## src/include/dro_pkg.sv

```systemverilog
// package for the double rank digital output port: register map, codes, timing.
// assumes one 25 MHz clock and a simple strobe register port.
package dro_pkg;
  localparam int unsigned WIDTH             = 16;
  localparam int unsigned ADDR_W            = 4;
  localparam logic [3:0]  SLOT_WORD_ADDR    = 4'h0;
  localparam logic [3:0]  CHANNEL_ADDR      = 4'h1;
  localparam logic [3:0]  SOURCE_ADDR       = 4'h2;
  localparam logic [3:0]  PACING_ADDR       = 4'h3;
  localparam logic [3:0]  STATUS_ADDR       = 4'h4;
  localparam logic [3:0]  FIRST_RANK_ADDR   = 4'h5;
  localparam logic [3:0]  SECOND_RANK_ADDR  = 4'h6;
  localparam logic [3:0]  ERROR_ADDR        = 4'h7;
  localparam logic [3:0]  LIST_COUNT_ADDR   = 4'h8;
  localparam int unsigned CH_SEL_LSB        = 0;
  localparam int unsigned CH_SEL_MSB        = 3;
  localparam int unsigned CH_VAL_LSB        = 4;
  localparam int unsigned SRC_LSB           = 0;
  localparam int unsigned SRC_MSB           = 2;
  localparam int unsigned SRC_GIVEN_BIT     = 3;
  localparam int unsigned STAT_PENDING_BIT  = 0;
  localparam int unsigned STAT_STALL_BIT    = 1;
  localparam int unsigned STAT_PACING_BIT   = 2;
  localparam logic [15:0] OUT_RESET         = 16'h0000;
  localparam logic [7:0]  ERR_NONE          = 8'h00;
  localparam logic [7:0]  ERR_TOO_MANY_ARGS = 8'h15;
  localparam logic [7:0]  LIST_COUNT_RESET  = 8'h00;
  localparam real         CLK_MHZ           = 25.0;
  localparam real         MAX_WRITE_RATE_HZ = 189000.0;
  localparam int unsigned WRITE_GAP_CYCLES  =
    int'($floor(CLK_MHZ * 1.0e6 / MAX_WRITE_RATE_HZ));
  typedef enum logic [2:0] {
    SRC_HOLD     = 3'h0,
    SRC_EXTERNAL = 3'h1,
    SRC_WRITE    = 3'h2,
    SRC_ONE_SHOT = 3'h3,
    SRC_SYSTEM   = 3'h4
  } source_t;
  typedef enum logic [0:0] {
    PACE_IMMEDIATE = 1'b0,
    PACE_WAIT      = 1'b1
  } pacing_t;
  typedef enum logic [1:0] {
    WS_IDLE  = 2'b01,
    WS_STALL = 2'b10
  } wstate_t;
endpackage : dro_pkg

```

## src/verilog/double_rank_digital_output.sv

```systemverilog
// sixteen channel double buffered digital output port.
// assumes a single-cycle strobe register port with read data one cycle later.
//
// The register addresses and the plain strobed port were chosen for this implementation.
`timescale 1ns/100ps
module double_rank_digital_output
  import dro_pkg::*;
(
  input  wire logic              core_clk,
  input  wire logic              reset,
  input  wire logic [ADDR_W-1:0] reg_addr,
  input  wire logic [31:0]       reg_wdata,
  input  wire logic              reg_write,
  input  wire logic              reg_read,
  output logic      [31:0]       reg_rdata,
  input  wire logic              transfer_trigger_input,
  input  wire logic              system_trigger_event,
  output logic      [WIDTH-1:0]  channel_out,
  output logic                   word_write_ready,
  output logic                   transfer_pulse
);
  logic [WIDTH-1:0] first_rank;
  logic [WIDTH-1:0] pend_word;
  logic             pending;
  logic             stalled;
  source_t          transfer_trigger_source;
  pacing_t          write_pacing_mode;
  logic [7:0]       error_code;
  logic [7:0]       list_count;
  logic             ext_fall;
  logic             one_shot_fire;
  logic             write_done;
  logic             word_wr;
  logic             chan_wr;
  logic             src_wr;
  logic             word_load;
  logic             chan_bit;
  logic [3:0]       chan_sel;
  source_t          next_source;
  wstate_t          wstate;

  function automatic logic hit(input logic [ADDR_W-1:0] a, input logic [3:0] target);
    hit = (a == target);
  endfunction : hit

  assign word_wr  = reg_write & hit(reg_addr, SLOT_WORD_ADDR);
  assign chan_wr  = reg_write & hit(reg_addr, CHANNEL_ADDR);
  assign src_wr   = reg_write & hit(reg_addr, SOURCE_ADDR);
  assign chan_sel = reg_wdata[CH_SEL_MSB:CH_SEL_LSB];
  assign chan_bit = |reg_wdata[31:CH_VAL_LSB];

  // bare select (given bit clear) means one-shot
  always_comb begin
    if (reg_wdata[SRC_GIVEN_BIT]) begin
      next_source = source_t'(reg_wdata[SRC_MSB:SRC_LSB]);
    end else begin
      next_source = SRC_ONE_SHOT;
    end
  end

  // wait pacing stalls only when a value is untransferred and source is not write
  wire wait_block = (write_pacing_mode == PACE_WAIT) && pending
                    && (transfer_trigger_source != SRC_WRITE);
  assign word_write_ready = (wstate == WS_IDLE);

  // word write state: idle or stalled holding a word
  always_ff @(posedge core_clk) begin
    if (reset) begin
      wstate    <= WS_IDLE;
      pend_word <= OUT_RESET;
    end else begin
      unique case (wstate)
        WS_IDLE: begin
          if (word_wr && wait_block) begin
            wstate    <= WS_STALL;
            pend_word <= reg_wdata[WIDTH-1:0];
          end
        end
        WS_STALL: begin
          if (transfer_pulse) begin
            wstate <= WS_IDLE;
          end
        end
        default: wstate <= WS_IDLE;
      endcase
    end
  end
  assign stalled = (wstate == WS_STALL);

  // a word is loaded now, or when the stall is released by a transfer
  assign word_load = (word_wr && !wait_block && !stalled) || (stalled && transfer_pulse);

  always_ff @(posedge core_clk) begin
    if (reset) begin
      first_rank <= OUT_RESET;
    end else if (stalled && transfer_pulse) begin
      first_rank <= pend_word;
    end else if (word_load) begin
      first_rank <= reg_wdata[WIDTH-1:0];
    end else if (chan_wr) begin
      first_rank[chan_sel] <= chan_bit;
    end
  end

  // write-generated trigger fires the cycle after the load
  always_ff @(posedge core_clk) begin
    if (reset) begin
      write_done <= 1'b0;
    end else begin
      write_done <= (word_load || chan_wr) && (transfer_trigger_source == SRC_WRITE);
    end
  end

  // source register; one-shot fires on selection, write-generated does not
  always_ff @(posedge core_clk) begin
    if (reset) begin
      transfer_trigger_source <= SRC_WRITE;
      one_shot_fire           <= 1'b0;
    end else begin
      one_shot_fire <= 1'b0;
      if (src_wr) begin
        transfer_trigger_source <= next_source;
        one_shot_fire           <= (next_source == SRC_ONE_SHOT);
      end
    end
  end

  always_ff @(posedge core_clk) begin
    if (reset) begin
      write_pacing_mode <= PACE_IMMEDIATE;
    end else if (reg_write && hit(reg_addr, PACING_ADDR)) begin
      write_pacing_mode <= pacing_t'(reg_wdata[0]);
    end
  end

  fall_detect u_fall (
    .core_clk   (core_clk),
    .reset      (reset),
    .pin_in     (transfer_trigger_input),
    .fall_pulse (ext_fall)
  );

  always_comb begin
    unique case (transfer_trigger_source)
      SRC_HOLD:     transfer_pulse = 1'b0;
      SRC_EXTERNAL: transfer_pulse = ext_fall;
      SRC_WRITE:    transfer_pulse = write_done;
      SRC_ONE_SHOT: transfer_pulse = one_shot_fire;
      SRC_SYSTEM:   transfer_pulse = system_trigger_event;
      default:      transfer_pulse = 1'b0;
    endcase
  end

  second_rank u_rank (
    .core_clk    (core_clk),
    .reset       (reset),
    .transfer    (transfer_pulse),
    .first_rank  (first_rank),
    .channel_out (channel_out)
  );

  // untransferred flag: set by a load wins over the trigger clearing it
  always_ff @(posedge core_clk) begin
    if (reset) begin
      pending <= 1'b0;
    end else if (word_load || chan_wr) begin
      pending <= 1'b1;
    end else if (transfer_pulse) begin
      pending <= 1'b0;
    end
  end

  // list count: software loads number of slots; each word consumes one
  always_ff @(posedge core_clk) begin
    if (reset) begin
      list_count <= LIST_COUNT_RESET;
      error_code <= ERR_NONE;
    end else if (reg_write && hit(reg_addr, LIST_COUNT_ADDR)) begin
      list_count <= reg_wdata[7:0];
      error_code <= ERR_NONE;
    end else if (reg_write && hit(reg_addr, ERROR_ADDR)) begin
      error_code <= ERR_NONE;
    end else if (word_wr && list_count == 8'h01) begin
      list_count <= 8'hFF;
    end else if (word_wr && list_count == 8'hFF) begin
      error_code <= ERR_TOO_MANY_ARGS;
    end else if (word_wr && list_count != LIST_COUNT_RESET) begin
      list_count <= list_count - 8'h01;
    end
  end

  always_ff @(posedge core_clk) begin
    if (reset) begin
      reg_rdata <= 32'h0000_0000;
    end else if (reg_read) begin
      unique case (reg_addr)
        SOURCE_ADDR:      reg_rdata <= {29'h0, transfer_trigger_source};
        PACING_ADDR:      reg_rdata <= {31'h0, write_pacing_mode};
        STATUS_ADDR:      reg_rdata <= {29'h0, write_pacing_mode, stalled, pending};
        FIRST_RANK_ADDR:  reg_rdata <= {16'h0, first_rank};
        SECOND_RANK_ADDR: reg_rdata <= {16'h0, channel_out};
        ERROR_ADDR:       reg_rdata <= {24'h0, error_code};
        LIST_COUNT_ADDR:  reg_rdata <= {24'h0, list_count};
        default:          reg_rdata <= 32'h0000_0000;
      endcase
    end else begin
      reg_rdata <= 32'h0000_0000;
    end
  end

  property p_write_trig;
    @(posedge core_clk) disable iff (reset)
    (word_wr && transfer_trigger_source == SRC_WRITE && !stalled) |=> transfer_pulse;
  endproperty
  a_write_trig: assert property (p_write_trig)
    else $error("write-generated trigger missing");
  property p_hold_none;
    @(posedge core_clk) disable iff (reset)
    transfer_trigger_source == SRC_HOLD |-> !transfer_pulse;
  endproperty
  a_hold_none: assert property (p_hold_none)
    else $error("trigger under hold source");
  property p_one_shot;
    @(posedge core_clk) disable iff (reset)
    (src_wr && next_source == SRC_ONE_SHOT) |=> transfer_pulse ##1 !transfer_pulse;
  endproperty
  a_one_shot: assert property (p_one_shot)
    else $error("one-shot not exactly one trigger");
  property p_no_int_sel;
    @(posedge core_clk) disable iff (reset)
    (src_wr && next_source == SRC_WRITE && !word_load && !chan_wr && !write_done)
    |=> !transfer_pulse;
  endproperty
  a_no_int_sel: assert property (p_no_int_sel)
    else $error("selecting write source triggered");
  property p_stall;
    @(posedge core_clk) disable iff (reset)
    (word_wr && wait_block && !stalled) |=> stalled && $stable(first_rank);
  endproperty
  a_stall: assert property (p_stall)
    else $error("wait pacing did not stall");
  property p_stall_release;
    @(posedge core_clk) disable iff (reset)
    (stalled && transfer_pulse) |=> !stalled && first_rank == $past(pend_word);
  endproperty
  a_stall_release: assert property (p_stall_release)
    else $error("stalled word not loaded on transfer");
  property p_immed;
    @(posedge core_clk) disable iff (reset)
    (word_wr && write_pacing_mode == PACE_IMMEDIATE && !stalled)
    |=> first_rank == $past(reg_wdata[WIDTH-1:0]);
  endproperty
  a_immed: assert property (p_immed)
    else $error("immediate write lost");
  property p_chan_bit;
    @(posedge core_clk) disable iff (reset)
    (chan_wr && !stalled)
    |=> first_rank[$past(reg_wdata[CH_SEL_MSB:CH_SEL_LSB])]
        == (|$past(reg_wdata[31:CH_VAL_LSB]));
  endproperty
  a_chan_bit: assert property (p_chan_bit)
    else $error("channel write bit wrong");
  property p_sys;
    @(posedge core_clk) disable iff (reset)
    (transfer_trigger_source == SRC_SYSTEM && system_trigger_event) |-> transfer_pulse;
  endproperty
  a_sys: assert property (p_sys)
    else $error("system trigger missed");
  property p_excess;
    @(posedge core_clk) disable iff (reset)
    (word_wr && list_count == 8'hFF) |=> error_code == ERR_TOO_MANY_ARGS;
  endproperty
  a_excess: assert property (p_excess)
    else $error("excess word not flagged");
endmodule : double_rank_digital_output

```

## src/verilog/fall_detect.sv

```systemverilog
// falling edge detector with two-stage synchroniser.
// assumes the input may be asynchronous to core_clk.
`timescale 1ns/100ps
module fall_detect
  import dro_pkg::*;
(
  input  wire logic core_clk,
  input  wire logic reset,
  input  wire logic pin_in,
  output logic      fall_pulse
);
  logic sync_a;
  logic sync_b;
  logic last;
  always_ff @(posedge core_clk) begin
    if (reset) begin
      sync_a <= 1'b1;
      sync_b <= 1'b1;
      last   <= 1'b1;
    end else begin
      sync_a <= pin_in;
      sync_b <= sync_a;
      last   <= sync_b;
    end
  end
  assign fall_pulse = last & ~sync_b;
  property p_one_pulse;
    @(posedge core_clk) disable iff (reset)
    fall_pulse |=> !fall_pulse;
  endproperty
  a_one_pulse: assert property (p_one_pulse)
    else $error("fall pulse longer than one cycle");
endmodule : fall_detect

```

## src/verilog/second_rank.sv

```systemverilog
// second rank output register driving the user terminals.
// assumes transfer pulses are one cycle wide.
`timescale 1ns/100ps
module second_rank
  import dro_pkg::*;
(
  input  wire logic             core_clk,
  input  wire logic             reset,
  input  wire logic             transfer,
  input  wire logic [WIDTH-1:0] first_rank,
  output logic      [WIDTH-1:0] channel_out
);
  always_ff @(posedge core_clk) begin
    if (reset) begin
      channel_out <= OUT_RESET;
    end else if (transfer) begin
      channel_out <= first_rank;
    end
  end
  property p_copy;
    @(posedge core_clk) disable iff (reset)
    transfer |=> channel_out == $past(first_rank);
  endproperty
  a_copy: assert property (p_copy)
    else $error("second rank did not copy first rank");
  property p_hold;
    @(posedge core_clk) disable iff (reset)
    !transfer |=> $stable(channel_out);
  endproperty
  a_hold: assert property (p_hold)
    else $error("outputs changed without transfer");
endmodule : second_rank

```

## config.mk

```make
export PLATFORM = sky130hd
export DESIGN_NAME = double_rank_digital_output
export DESIGN_NICKNAME = d
export VERILOG_FILES = /design/src/include/dro_pkg.sv /design/src/verilog/double_rank_digital_output.sv /design/src/verilog/fall_detect.sv /design/src/verilog/second_rank.sv
export SDC_FILE = /design/constraint.sdc
export NUM_CORES = 1
export LEC_CHECK = 0
export ABC_AREA = 1
export ABC_CLOCK_PERIOD_IN_PS = 3750
export BUFFER_PORTS_ARGS = -buffer_cell sky130_fd_sc_hd__buf_4
export CORE_UTILIZATION = 45
export CTS_CLUSTER_SIZE = 12
export DETAILED_ROUTE_END_ITERATION = 8
export PLACE_DENSITY_LB_ADDON = 0.25
export SETUP_SLACK_MARGIN = 0.2
export SLEW_MARGIN = 5
export SYNTH_ARGS = -nofsm -noshare
export SYNTH_HDL_FRONTEND = slang
export SYNTH_SLANG_ARGS = --single-unit
```

## constraint.sdc

```tcl
create_clock -name core_clk -period 3.75 [get_ports core_clk]
set_input_delay 0.375 -clock core_clk [delete_from_list [all_inputs] [get_ports core_clk]]
set_output_delay 0.375 -clock core_clk [all_outputs]
set_load 0.02 [all_outputs]
```

==> impl_metrics.toml, run 1 <==
[place]
place_inst = 916
preCtsSetupSlack_ps = 1450
hpwl_mm = 9.35
placement.cell_area_mm2 = 0.00526
port_buffers = 75
gp_congestion = 0.913

[cells_and_area]
most-common-layout-cells = "nand2_1 (204), nor2_1 (127), dfxtp_1 (85), buf_4 (78), inv_1 (70)"
layout.nets = 837
n_fill_cell = 1048
final_common_cell = "nand2_1"
antenna_cells = 0
drive_gt1_share_pct = 16.5
areaGrowthSynthToFinish_pct = 14.6
final_cells = 932
fin_area_mm2 = 0.00546
final_util_pct = 53.2

[global_route]
grt.overflow.total = 0
antenna_found_initial = 0
grt_pass1_vias = 4219
grt_pass1_wl_mm = 20.9
track_usage_pct = 23.6
grt_max_degree = 66

[logic_synthesis]
synth_seq_cells = 85
syn_area_mm2 = 0.00477
ys.warnings.count = 0
seq_area_frac_synth_pct = 35.7
syn_avg_cell_area_um2 = 6.49
synth_cells = 735
synth-main-ff-cell = "dfxtp_1"
ys_types = 38
synth_edf_count = 0
synth_top_area_cell = "dfxtp_1"
yosys.area.top_type_share_pct = 35.7
ys_top_cells_by_area = "dfxtp_1 (36%), nand2_1 (16%), nor2_1 (10%)"
synth_async_sr_flop_share_pct = 0

[sta]
fmaxAchievable_mhz = 486
holdWs_ps = 203
setup_slack_ps = 1690
tightest_slew_ps = 1090
finalSetupTns_ps = 0
finalSetupViolations = 0
drv_slew = 0
rsz0062_at_grt = "false"
relSlewSlack_pct = 27.1
timing.final.crit_share_pct = 54.8
finalCriticalPeriod_ps = 2060
finClkSkew_ps = 11.2
hold_viol = 0

[clocking]
postCtsHoldBufs = 0
cts_num_sinks = 85
cts_setup_buffers = 0
postCtsResizedCells = 0
cts_tree = "yes"
cts_buffers = 9
root_buffer = "clkbuf_8"
clk-insertion-delay-late_ps = 360
h-tree-depth = 3
cts_max_path_buffers = 2
cts.clk_slew.worst_paths_ps = 100

[worst_hold_path]
hold_depth = 2
worstHoldPathType = "in2reg"

[power]
p_leak_nw = 2.69
powerDensity_mw_per_mm2 = 335
irDropWorstVdd_uv = 201
totalPowerFinal_mw = 1.83

[floorplanning]
core_mm2 = 0.0103
io_pins = 92
dieHeight_um = 105
initial_core_util_pct = 46.4
row_count = 37
die_w_um = 105
die_area_mm2 = 0.0110

[route]
ant_nets = 0
vias = 4771
initialDrtViolationCount = 322
wl_per_cell_um = 13.7
dr.pass1.iters = 5
drc = 0
drt-total-wl_mm = 12.8
vias_per_cell = 5.12

[critical_path]
worst_setup_path_start_kind = "flip-flop"
timing.reg2reg.setup_slack_ps = 1690
worstPathMaxFanout = 34
worstPathArrival_ps = 2310
required_ps = 4010
path_class = "reg2reg"
reg2regPathDepth = 10
endpoint_kind = "flip-flop"

[status]
status = "complete, no violations"

[flow_run]
cap_violations = 0
## layer usage
layer | wire length [µm] | vias up | part of all wire [%] | global-route usage (%)
met1 | 6370 | 2159 | 50 | 34.2
met3 | 697 | 21 | 5.4 | 3.37
met5 | 0 | - | 0 | 0
met2 | 5500 | 177 | 43 | 35.4
li1 | - | 2414 | - | -
met4 | 246 | 0 | 1.9 | 8.55
## layout make-up
cell class              instances  area (µm²)  share of cell area (%)
clock buffers                   9         124                    2.27
clock inverters                 7        81.3                    1.49
inverters                      73         274                    5.01
multi-input cells             544        2530                    46.3
flip-flops and latches         85        1700                    31.1
well taps                     136         170                    3.11
repair buffers                 78         586                    10.7
## report_power, final
| group | total (mW) | internal (mW) | switching [mW] |
|---|---|---|---|
| sequential | 0.928 | 0.916 | 0.0111 |
| clock | 0.690 | 0.320 | 0.370 |
| combinational | 0.214 | 0.0758 | 0.138 |
## path summary, 6_finish.rpt
kind / start / to
max: transfer_trigger_source[1] / pending
min: transfer_trigger_input / u_fall.sync_a
max reg2reg: transfer_trigger_source[1] / pending
min reg2reg: u_fall.sync_a / u_fall.sync_b
## sequential cells by signal, summed over array words and instances, names as in the netlist, 2 cells and up
name,flops
first_rank,16
pend_word,16
reg_rdata,16
u_rank.channel_out,16
list_count,8
transfer_trigger_source,3
wstate,2
## cell usage after synthesis (2+ instances only)
cell / count
buf_4: 19
o21ai_0: 48
nand4_2: 2
nand3_2: 3
inv_1: 70
nand2_1: 204
nor2_1: 127
clkbuf_1: 12
or2_2: 2
o221ai_1: 4
o211ai_1: 3
a21oi_2: 15
nand4_1: 18
a21oi_1: 40
dfxtp_1: 85
nand2_2: 4
nand3_1: 34
inv_2: 3
nor2_2: 4
buf_2: 8
xor2_1: 3
ha_1: 4
buf_6: 8
## critical path: stages, from the launching register on
cell,delay [ps]
dfxtp_1,440
inv_2,100
nor2_1,100
nor2_1,50
nand2_1,60
nand3_2,60
buf_4,230
nand2_2,500
nand3b_1,190
a21oi_1,170
nor2_1,50
## cell families after synthesis
logic type / Yosys count / share of synthesized area [%]
buffers and inverters: 121 / 12.5
adder cells (fa/ha/maj): 4 / 1.05
other: 1 / 0.0786
AO/OA/AOI/OAI: 118 / 14.5
flip-flops: 85 / 35.7
XOR/XNOR: 3 / 0.551
AND/OR/NAND/NOR: 403 / 35.6
(Power assumes the default switching activity.)
==> inputs of run 2 (changes only) <==
--- a/config.mk
+++ b/config.mk
@@ -5,8 +5,8 @@
 export SDC_FILE = /design/constraint.sdc
 export NUM_CORES = 1
 export LEC_CHECK = 0
-export ABC_AREA = 1
-export ABC_CLOCK_PERIOD_IN_PS = 3750
+export ABC_AREA = 0
+export ABC_CLOCK_PERIOD_IN_PS = 2100
 export BUFFER_PORTS_ARGS = -buffer_cell sky130_fd_sc_hd__buf_4
 export CORE_UTILIZATION = 45
 export CTS_CLUSTER_SIZE = 12
==> constraint.sdc (replaced) <==
create_clock -name core_clk -period 2.1 [get_ports core_clk]
set_input_delay 0.21 -clock core_clk [delete_from_list [all_inputs] [get_ports core_clk]]
set_output_delay 0.21 -clock core_clk [all_outputs]
set_load 0.02 [all_outputs]
==> run 2 against run 1 <==
Critical path depth down 2. First-iteration DRC count shrank 13%. Register-to-register slack worse by 1500 ps. Clock skew grew 3.2 ps. Final area increased by 5.1%. Setup slack worse by 1500 ps. Fmax up 5.3%. Critical endpoint is now first_rank[14]. Largest cell class unchanged.
==> impl_metrics.toml, run 2 <==
[sta]
finalCriticalPeriod_ps = 1950
rsz0062_at_grt = "true"
finalSetupViolations = 0
tightest_slew_ps = 865
timing.final.crit_share_pct = 93.0
relSlewSlack_pct = 42.1
drv_slew = 0
hold_viol = 0
fmaxAchievable_mhz = 512
finClkSkew_ps = 14.4

[floorplanning]
core_mm2 = 0.00933
die_w_um = 100
die_area_mm2 = 0.0101
dieHeight_um = 100
io_pins = 92
row_count = 35
initial_core_util_pct = 46.8

[place]
port_buffers = 75
hpwl_mm = 9.00
gp_congestion = 0.927
place_inst = 716

[route]
wl_per_cell_um = 17.8
dr.pass1.iters = 5
initialDrtViolationCount = 280
drt-total-wl_mm = 13.5
drc = 0
ant_nets = 0
vias_per_cell = 5.77
vias = 4395

[clocking]
h-tree-depth = 3
cts_buffers = 9
cts_max_path_buffers = 2
cts_num_sinks = 85
clk-insertion-delay-late_ps = 380
root_buffer = "clkbuf_8"
cts.clk_slew.worst_paths_ps = 100
cts_tree = "yes"

[logic_synthesis]
synth_top_area_cell = "dfxtp_1"
synth_async_sr_flop_share_pct = 0
seq_area_frac_synth_pct = 39.0
synth_fa_ha_area_share_pct = 1.15
ys_top_cells_by_area = "dfxtp_1 (39%), a21oi_1 (6.9%), nand2_1 (5.2%)"
synth_top_family_by_area = "compound AO/OA/AOI/OAI gates"
synth_seq_cells = 85
ys_types = 59
synth_edf_count = 0
synth_xor_area_share_pct = 0.201
synth-main-ff-cell = "dfxtp_1"
synth_compound_area_share_pct = 24.3
synth.mux.area_fraction_pct = 5.13
ys.warnings.count = 0
synth_cells = 525
synth-simple-area-share_pct = 23.1
synth_most_common_cell = "dfxtp_1"
synth.top_cells.by_count = "dfxtp_1 (85), a21oi_1 (60), nand2_1 (60)"
syn_avg_cell_area_um2 = 8.31
yosys.area.top_type_share_pct = 39.0
syn_area_mm2 = 0.00436

[critical_path]
crit_start = "transfer_trigger_source[1]"
path_class = "reg2reg"
worst_r2r_endpoint = "first_rank[14]"
worstPathArrival_ps = 2220
required_ps = 2370
timing.reg2reg.setup_slack_ps = 150
reg2regPathDepth = 8
critPathSlowestCell = "dfxtp_4"
endpoint_kind = "flip-flop"
timing.rr.start = "transfer_trigger_source[1]"
cp_cell_sequence = "or3b_4 -> and3_4 -> nor3_4 -> buf_6 -> buf_12 -> buf_8 -> mux2i_2 -> a211oi_1"
worstPathMaxFanout = 6
worst_setup_path_start_kind = "flip-flop"
max_stage_delay_ps = 380

[worst_hold_path]
holdPathEnd = "u_fall.sync_a"
holdCritStartpoint = "transfer_trigger_input"
worstHoldPathType = "in2reg"
hold_depth = 2

[power]
totalPowerFinal_mw = 3.25
powerDensity_mw_per_mm2 = 566
p_leak_nw = 2.17
seqPwrFrac_pct = 50.4
p_clk_share_pct = 38.0
p_switching_uw = 897
internal-power_mw = 2.35
irDropWorstVdd_uv = 367
p_sw_share_pct = 27.6
pwr-share-comb_pct = 11.6

[cells_and_area]
areaGrowthSynthToFinish_pct = 31.6
antenna_cells = 0
final_util_pct = 61.6
final_cells = 762
drive_gt1_share_pct = 29.2
most-common-layout-cells = "buf_4 (117), dfxtp_1 (79), nand2_1 (60), a21oi_1 (58), nor2_1 (44)"
layout.nets = 674
final_common_cell = "buf_4"

[global_route]
antenna_found_initial = 0
grt.overflow.total = 0
grt_max_degree = 48
grt_pass1_wl_mm = 20.1
grt_pass1_vias = 3888
track_usage_pct = 25.8

[flow_run]
cap_violations = 0

[status]
status = "complete, no violations"
-- run 2: cell types whose count changed after synthesis, sizes merged, moves of 19 or more --
cell,previous run,this run
nor2,133,46
o21ai,48,24
o21bai,1,23
nand3,37,10
inv,73,8
mux2i,0,19
nand2,209,60
-- run 2: stage by stage --
stage	setup WS, ps	setup TNS, ps	instance area, µm²	hold slack (ps)
after floorplan	213	0	4420	314
final	147	0	5740	24.2
after global routing	110	0	5740	25.7
after detailed placement	-10.8	-10.8	5070	393
after CTS	186	0	5430	25.4
after global placement	32.2	0	5070	394
-- run 2: area by class of cell --
| class | instances | area (µm²) |
|---|---|---|
| Clock buffer | 9 | 124 |
| Clock inverter | 7 | 80.1 |
| Fill cell | 824 | 3590 |
| Inverter | 8 | 35.0 |
| Multi-Input combinational cell | 395 | 2550 |
| Sequential cell | 85 | 1720 |
| Tap cell | 129 | 161 |
| Timing Repair Buffer | 129 | 1070 |
-- run 2: cell families after synthesis --
kind of cell / after synthesis
AOI/OAI and AO/OA: 160
and+or+nand+nor: 192
muxes: 22
buffers and inverters: 60
other: 1
adders and majority gates: 4
xor gates and xnor gates: 1
DFF: 85
-- run 2: how the worst max path moves through the flow --
stage                                  to  slack (ps)  cells after the start
floorplan                  transfer_pulse         210                      5
global route               first_rank[14]         110                      8
finish                     first_rank[14]         150                      8
CTS                        transfer_pulse         190                      5
global placement    u_rank.channel_out[2]          30                      6
detailed placement         first_rank[12]         -10                      6
-- run 2: worst max-delay path: cells and delay by family, from the launching register on --
family | cells | cell delay [ps]
buffers and inverters | 3 | 410
DFF | 1 | 380
and+or+nand+nor | 3 | 750
muxes | 1 | 220
AOI/OAI and AO/OA | 1 | 100
-- run 2: repair_timing --
item                       CTS  global route
buffers inserted             8            20
cloned                       0             2
resized for setup           19            30
hold buffers                 0             0
setup endpoints to repair   38            24
pin swaps                    7            20
-- run 2: metal layers --
metal	GRT usage [%]	share of wire, %	vias to the layer above
met5	0	0	-
met4	9.48	2.2	0
met3	4.58	7.9	22
met2	40.1	46	242
met1	35.8	44	2053
li1	-	-	2078
-- run 2: power groups by stage --
stage	sequential [mW]	combinational (mW)	clock (mW)
after floorplan	1.67	0.210	0
after global placement	1.68	0.312	0
after detailed placement	1.68	0.317	0
after CTS	1.64	0.329	1.22
after global routing	1.64	0.400	1.30
final	1.64	0.378	1.23
